$ cat src/include/ret_rot_pkg.sv
// Purpose: shared constants and carriers for the return / rotate executor
// Assumes: 14-bit instruction words, 8-bit data, 13-bit program counter
// Notes:   one clock edge is one instruction cycle
`default_nettype none
package ret_rot_pkg;

  // ****************************************
  // widths
  // ****************************************
  localparam int INSTR_W = 14;
  localparam int DATA_W  = 8;
  localparam int PC_W    = 13;
  localparam int FADDR_W = 7;

  // ****************************************
  // encodings and field positions
  // ****************************************
  localparam logic [13:0] OPC_RETURN     = 14'h0008;
  localparam logic [5:0]  OPC_ROT_LEFT   = 6'h0d;
  localparam logic [5:0]  OPC_ROT_RIGHT  = 6'h0c;
  localparam int          OPC_HI         = 13;
  localparam int          OPC_LO         = 8;
  localparam int          DEST_BIT       = 7;
  localparam int          FADDR_HI       = 6;
  localparam logic        DEST_TO_W      = 1'b0;

  // ****************************************
  // reset values
  // ****************************************
  localparam logic [12:0] PC_RST   = 13'h0000;
  localparam logic [7:0]  DATA_RST = 8'h00;
  localparam logic [6:0]  FADR_RST = 7'h00;

  // ****************************************
  // state
  // ****************************************
  typedef enum logic [0:0] {PH_FETCH, PH_RET_NOP} phase_e;

  typedef struct packed {
    phase_e      phase;
    logic        pop;
    logic        pc_load;
    logic [12:0] pc;
    logic        w_we;
    logic        f_we;
    logic [6:0]  f_addr;
    logic [7:0]  result;
    logic        c_we;
    logic        c_val;
  } exec_s;

  localparam exec_s EXEC_RST = '{phase: PH_FETCH, pop: 1'b0, pc_load: 1'b0, pc: PC_RST,
                                 w_we: 1'b0, f_we: 1'b0, f_addr: FADR_RST,
                                 result: DATA_RST, c_we: 1'b0, c_val: 1'b0};

endpackage
`default_nettype wire

$ cat src/verilog/rotate_unit.sv
// Purpose: rotate an 8-bit value one place through the carry
// Assumes: purely combinational, used inside one instruction cycle
// Notes:   direction 1 rotates toward the msb
`timescale 1ns/1ps
`default_nettype none
module rotate_unit (
  input  wire logic       to_left,
  input  wire logic [7:0] data_in,
  input  wire logic       carry_in,
  output logic      [7:0] data_out,
  output logic            carry_out
);

  always_comb begin
    if (to_left) begin
      data_out  = {data_in[6:0], carry_in};
      carry_out = data_in[7];
    end else begin
      data_out  = {carry_in, data_in[7:1]};
      carry_out = data_in[0];
    end
  end

endmodule
`default_nettype wire

$ cat src/verilog/return_and_rotate_exec.sv
// Purpose: decode and execute return, rotate-left and rotate-right through carry
// Assumes: stack, file registers and status live outside; same clock
// Notes:   results appear one edge after the instruction is taken
//
// How it works
// - return pops stack into pc, flags untouched
// - return takes two cycles, second does nothing
// - rotate left: carry into bit0, bit7 out
// - rotate right: carry into bit7, bit0 out
// - destination zero writes accumulator, file untouched
// - destination one writes back same file register
// - each rotate finishes in one cycle
`timescale 1ns/1ps
`default_nettype none
module return_and_rotate_exec (
  input  wire logic        clock,
  input  wire logic        rst,
  input  wire logic        instr_valid,
  input  wire logic [13:0] instr,
  output logic             instr_ready,
  input  wire logic [12:0] stack_top_entry,
  output logic             stack_pop,
  output logic             pc_load,
  output logic      [12:0] pc_value,
  output logic      [6:0]  file_raddr,
  input  wire logic [7:0]  file_rdata,
  input  wire logic        carry_in,
  output logic             w_we,
  output logic             file_we,
  output logic      [6:0]  file_waddr,
  output logic      [7:0]  result_data,
  output logic             carry_we,
  output logic             carry_out
);

  // ****************************************
  // decode
  // ****************************************
  ret_rot_pkg::exec_s st_r;
  ret_rot_pkg::exec_s st_nxt;
  logic       take;
  logic       is_ret;
  logic       is_rl;
  logic       is_rr;
  logic       dest_f;
  logic [7:0] rot_data;
  logic       rot_carry;

  // a second return cycle blocks the next word, so the caller sees back-pressure
  assign instr_ready = (st_r.phase == ret_rot_pkg::PH_FETCH);
  assign take        = instr_valid && instr_ready;
  assign is_ret      = (instr == ret_rot_pkg::OPC_RETURN);
  assign is_rl       = (instr[ret_rot_pkg::OPC_HI:ret_rot_pkg::OPC_LO]
                        == ret_rot_pkg::OPC_ROT_LEFT);
  assign is_rr       = (instr[ret_rot_pkg::OPC_HI:ret_rot_pkg::OPC_LO]
                        == ret_rot_pkg::OPC_ROT_RIGHT);
  assign dest_f      = instr[ret_rot_pkg::DEST_BIT];
  // read address is driven during the decode cycle so the file answers in time
  assign file_raddr  = instr[ret_rot_pkg::FADDR_HI:0];

  rotate_unit u_rot (
    .to_left   (is_rl),
    .data_in   (file_rdata),
    .carry_in  (carry_in),
    .data_out  (rot_data),
    .carry_out (rot_carry)
  );

  // ****************************************
  // next state
  // ****************************************
  always_comb begin
    st_nxt         = st_r;
    st_nxt.pop     = 1'b0;
    st_nxt.pc_load = 1'b0;
    st_nxt.w_we    = 1'b0;
    st_nxt.f_we    = 1'b0;
    st_nxt.c_we    = 1'b0;
    case (st_r.phase)
      ret_rot_pkg::PH_FETCH: begin
        if (take && is_ret) begin
          st_nxt.pop     = 1'b1;
          st_nxt.pc_load = 1'b1;
          st_nxt.pc      = stack_top_entry;
          st_nxt.phase   = ret_rot_pkg::PH_RET_NOP;
        end else if (take && (is_rl || is_rr)) begin
          st_nxt.result = rot_data;
          st_nxt.c_val  = rot_carry;
          st_nxt.c_we   = 1'b1;
          st_nxt.f_addr = instr[ret_rot_pkg::FADDR_HI:0];
          st_nxt.w_we   = (dest_f == ret_rot_pkg::DEST_TO_W);
          st_nxt.f_we   = (dest_f != ret_rot_pkg::DEST_TO_W);
        end
      end
      ret_rot_pkg::PH_RET_NOP: begin
        st_nxt.phase = ret_rot_pkg::PH_FETCH;
      end
      default: begin
        st_nxt.phase = ret_rot_pkg::PH_FETCH;
      end
    endcase
  end

  always_ff @(posedge clock or posedge rst) begin
    if (rst) begin
      st_r <= ret_rot_pkg::EXEC_RST;
    end else begin
      st_r <= st_nxt;
    end
  end

  assign stack_pop   = st_r.pop;
  assign pc_load     = st_r.pc_load;
  assign pc_value    = st_r.pc;
  assign w_we        = st_r.w_we;
  assign file_we     = st_r.f_we;
  assign file_waddr  = st_r.f_addr;
  assign result_data = st_r.result;
  assign carry_we    = st_r.c_we;
  assign carry_out   = st_r.c_val;
endmodule
`default_nettype wire

$ cat config.mk
export PLATFORM = sky130hd
export DESIGN_NAME = return_and_rotate_exec
export DESIGN_NICKNAME = d
export VERILOG_FILES = /design/src/include/ret_rot_pkg.sv /design/src/verilog/rotate_unit.sv /design/src/verilog/return_and_rotate_exec.sv
export SDC_FILE = /design/constraint.sdc
export NUM_CORES = 1
export LEC_CHECK = 0
export ABC_AREA = 1
export BUFFER_PORTS_ARGS = -buffer_cell sky130_fd_sc_hd__buf_2
export CORE_MARGIN = 5
export CORE_UTILIZATION = 45
export DETAILED_ROUTE_END_ITERATION = 12
export PLACE_DENSITY_LB_ADDON = 0.12
export SLEW_MARGIN = 20
export SYNTH_ARGS = -nofsm -noshare
export SYNTH_HDL_FRONTEND = slang
export SYNTH_SLANG_ARGS = --single-unit
$ cat constraint.sdc
create_clock -name clock -period 1.55 [get_ports clock]
set_clock_uncertainty 0.05 [all_clocks]
set_input_delay 0.31 -clock clock [delete_from_list [all_inputs] [get_ports clock]]
set_output_delay 0.31 -clock clock [all_outputs]
set_load 0.01 [all_outputs]
---- After elaboration in Yosys (flattened, before gate mapping) ----
Cells that the tools add are included.
word-level totals
  register bits ........................... 35
  input port bits ......................... 39
  output and inout bits ................... 42
  logic and storage cells ................. 29
cells by class
  equality and inequality tests ........... 3
  muxes and demuxes ....................... 7
  bitwise logic cells ..................... 3
  reduce and logical (&&, ||, !) cells .... 6
operators with widths
  cell                                             number
  2-to-1 mux 19 bit                                2
  2-to-1 mux 34 bit                                1
  2-to-1 mux 16 bit                                1
  == test 14 x 4 -> 1 bit (second input constant)  1
  == test 6 x 4 -> 1 bit (second input constant)   2
  2-to-1 mux 8 bit                                 1
  logical AND 1 bit                                3
  NOT 1 bit                                        3
  AND reduction 3 bit                              1
  one-hot mux 1 bit (2 select lines)               1
  AND reduction 2 bit                              1
  logical OR 1 bit                                 1
  2-to-1 mux 1 bit                                 1

---- Longest topological paths before layout ----
  word-level depth ........................ 6
  gate-level depth with buffers ........... 8

---- Modules after synthesis ----
From an unflattened synthesis, not the netlist that was laid out.
unflattened totals
  cells, all modules ...................... 190
  area total of the unflattened synthesis .. 1555.2 um^2
modules (own cells, without submodules)
  module                  times used  cells each  area each (um^2)  seq. area each (um^2)
  return_and_rotate_exec  1           161         1438.9            825.8
  rotate_unit             1           29          116.4             0.0

---- Worst setup path after synthesis ----
No wires, ideal clock.
  kind .................................... reg2reg
  start point ............................. reg pc_load (netlist name)
  end point ............................... reg st_r (netlist bit pc_value[10])
  library setup time ...................... 0.117 ns
  arrival time ............................ 1.118 ns
  data required time ...................... 1.383 ns
  slack ................................... 0.265 ns
  stages on the path, launching flop included .. 8
  buffers on the path ..................... 1
  clock period less this slack ............ 1.285 ns
  path through ............................ dfrtp_1 -> nor2_2 -> nand2_4 -> nor2_4 -> nand2_2 -> buf_6 -> nand2_1 -> nand2_1
RTL lines
  element               line                           source
  to (signal assigned)  return_and_rotate_exec.sv:106  st_r <= ret_rot_pkg::EXEC_RST;
  to (signal assigned)  return_and_rotate_exec.sv:108  st_r <= st_nxt;
  to (decl)             return_and_rotate_exec.sv:39   ret_rot_pkg::exec_s st_r;

==> implementation parameters <==
Parameter                              Value

Timing
  Relative slew margins    0.725
  Final worst path period share    0.857
  Post-layout minimum cycle time    approximately 1300 ps
  Pin slew with the least headroom to its limit    412 ps
  Final slew viol count    0
  Setup repair after global routing missed its margin    no
  Setup TNS    0 ps
  Maximum clock frequency    approximately 750 MHz
  Hold WS    -5.26 ps
  Final setup violation count    0
  Final Hold Viols    11

GRT
  Global route hottest layer    met2
  Met2 demand-to-capacity share in global routing    0.262
  Met3 Usage GRT    0.0638
  Pin count of the biggest net entering global routing    34
  Number of global-route vias before repair    1500
  Met1 GRT Util    0.193
  Total global routing overflow    0
  Antenna violations before repair    0
  First-pass GRT wire length    6.51 mm
  GRT Resource Usage Total    0.162

Clock tree
  Hold-fix buffers at CTS    0
  Number of clock sinks    33
  Level count of the clock H-tree    2
  Clock root cell    clkbuf_4
  Buffers from clock root to sink, at most    2
  Worst-Skew Late Latency    330 ps
  Number of cells upsized or downsized after cts    0
  Register clock-pin slew on the reported worst setup and hold paths    100 ps
  Number of buffers added for setup after CTS    0
  CTS tree    yes
  Inserted Clock Buffers    5

Worst setup path
  Worst setup SP type    flip-flop
  Worst setup path category    flip-flop to flip-flop
  Critical Path RT    1720 ps
  Endpoint type of the worst setup path    flip-flop
  Largest delay share family, worst path    simple AND/OR/NAND/NOR gates
  Highest cell delay on the worst timing path    430 ps
  Max FO, Critical Path    19
  Worst-case register-to-register setup slack    ~220 ps
  Number of cell instances on the worst register-to-register path    6
  Cell breakdown of the critical path    nor2_2 -> nand2_4 -> nor2_8 -> inv_4 -> nand2_1 -> o21ai_1
  Reg-to-Reg End    file_waddr[5]
  Worst path slowest cell    dfrtp_1
  Crit path DAT    roughly 1500 ps
  R2R Path Start    pc_load
  Count of buffering cells on the critical path with inverters included    1

Die
  Standard-cell row count    21
  Number of primary I/O pins    81
  Starting density of the core    0.472
  Core Box Area    3390 um2
  Y dimension of the die    69.7 um
  Width of the chip    69.7 um
  Area of the die    4850 um2

Synthesis
  Number of flops mapped to enable cells by yosys    0
  Most frequent cell after synthesis    nand2_1
  Mean post-synth cell area    8.30 um2
  Top cells by area in the synthesized netlist    dfrtp_1 (52%), nand2_1 (18%), nand3_1 (10%)
  Synth cell count leaders    nand2_1 (76), dfrtp_1 (33), nand3_1 (32)
  Part of the Yosys area used for sequential elements    0.516
  Cell variety after synth    16
  Ys async rst share    1.00
  Number of warnings reported in the yosys synthesis log    0
  Share of the synthesized area in the top cell type    0.516
  Syn Inst Count    193
  Register bit total from synthesis    33
  Synth Flop Type    dfrtp_1
  Netlist area before placement    1600 um2
  Net Count, Synth    roughly 230
  Largest area contributor in the synthesized netlist    dfrtp_1

Outcome
  Violations in the final reports    hold timing
  Outcome    finished with violations

Cells and area
  Multi-input logic area    586 um2
  Area occupied by registers    826 um2
  Fill cell total of the finished layout    334
  Area Growth Syn to Fin    27.8%
  Diodes inserted    0
  Number of nets in the finished design    312
  Ratio of cells with drive above 1 in the final layout    0.401
  Core utilization of the finished layout    0.604

Pwr
  Max rail drop VDD    0.540 mV
  Pwr/cell area    862 nW/um2
  Cell leakage power    0.00131 uW

Run
  # Max-Cap Violations    0

Placed design
  Port Buffers    80
  Final estimated routing congestion in global placement    approximately 0.77
  Total half-perimeter wirelength after legalization and detailed placement    2.85 mm

Detailed routing
  Wire length reported by the detailed router    approximately 3.6 mm
  DRC viols    0
  DRT Pass-1 Iters    4
  Drt first-iter violations    94
  Via total after detailed routing    ~1400
  Number of nets with antenna violations after routing    0
  Average wire length per cell after detail routing    between 10 and 15 um
  Number of vias per cell    4.52

Worst hold path
  Type of the most critical hold path    input port to async pin
## tightest hold or removal path: stages
cell and delay, ps:
buf_2 100, inv_1 40, buf_4 360
## where the power goes
group          internal (uW)  switching [uW]
Sequential               939            39.5
Clock                    173             283
Combinational            144             187
## registers in the layout (all words and copies together), names as in the netlist
| name | count |
|---|---|
| file_we | 1 |
| pc_load | 1 |
| result_data | 8 |
| carry_we | 1 |
| w_we | 1 |
| carry_out | 1 |
| file_waddr | 7 |
| pc_value | 13 |
## metrics by stage
step,setup slack (ps),total power [uW],cells,cell area [um2],hold WS [ps]
CTS,218,1790,320,2050,5.30
floorplan,265,1170,193,1600,320
finish,221,1760,320,2050,-5.26
detailed placement,197,1330,312,2000,375
global placement,210,1330,312,2000,366
global route,106,1870,320,2050,49.9
## per-layer routing
layer  vias up  share of wire
met1       634           0.42
met4         0          0.020
li1        748              -
met5         -              0
met2        56           0.46
met3         8           0.11
## layout by cell type, fill, tap and decap left out, drive strengths merged
cell / n
inv: 19
nor2: 14
dfrtp: 33
nand3: 33
clkbuf: 6
buf: 87
o21ai: 1
clkinv: 2
nand2: 79
## how the worst max path moves through the flow
stage | cells past startpoint | startpoint | endpoint
6_report | 6 | pc_load | file_waddr[5]
5_1_grt | 6 | pc_load | pc_value[4]
4_1_cts | 6 | pc_load | pc_value[1]
3_5_place_dp | 7 | instr[4] | pc_value[5]
3_3_place_gp | 7 | instr[4] | pc_value[1]
2_1_floorplan | 7 | pc_load | pc_value[10]
## cell type report
cell class / instances / area share
Clock inverter: 2 / 0.00489
Inverter: 19 / 0.0361
Sequential cell: 33 / 0.403
Multi-Input combinational cell: 127 / 0.286
Tap cell: 46 / 0.0281
Clock buffer: 6 / 0.0202
Timing Repair Buffer: 87 / 0.221
## logic make-up after synthesis
family | count (synthesis) | share of synthesized area
buf+inv | 33 | 0.119
flops | 33 | 0.516
compound gates | 1 | 0.00312
simple gates | 126 | 0.362
(Power assumes the default switching activity.)
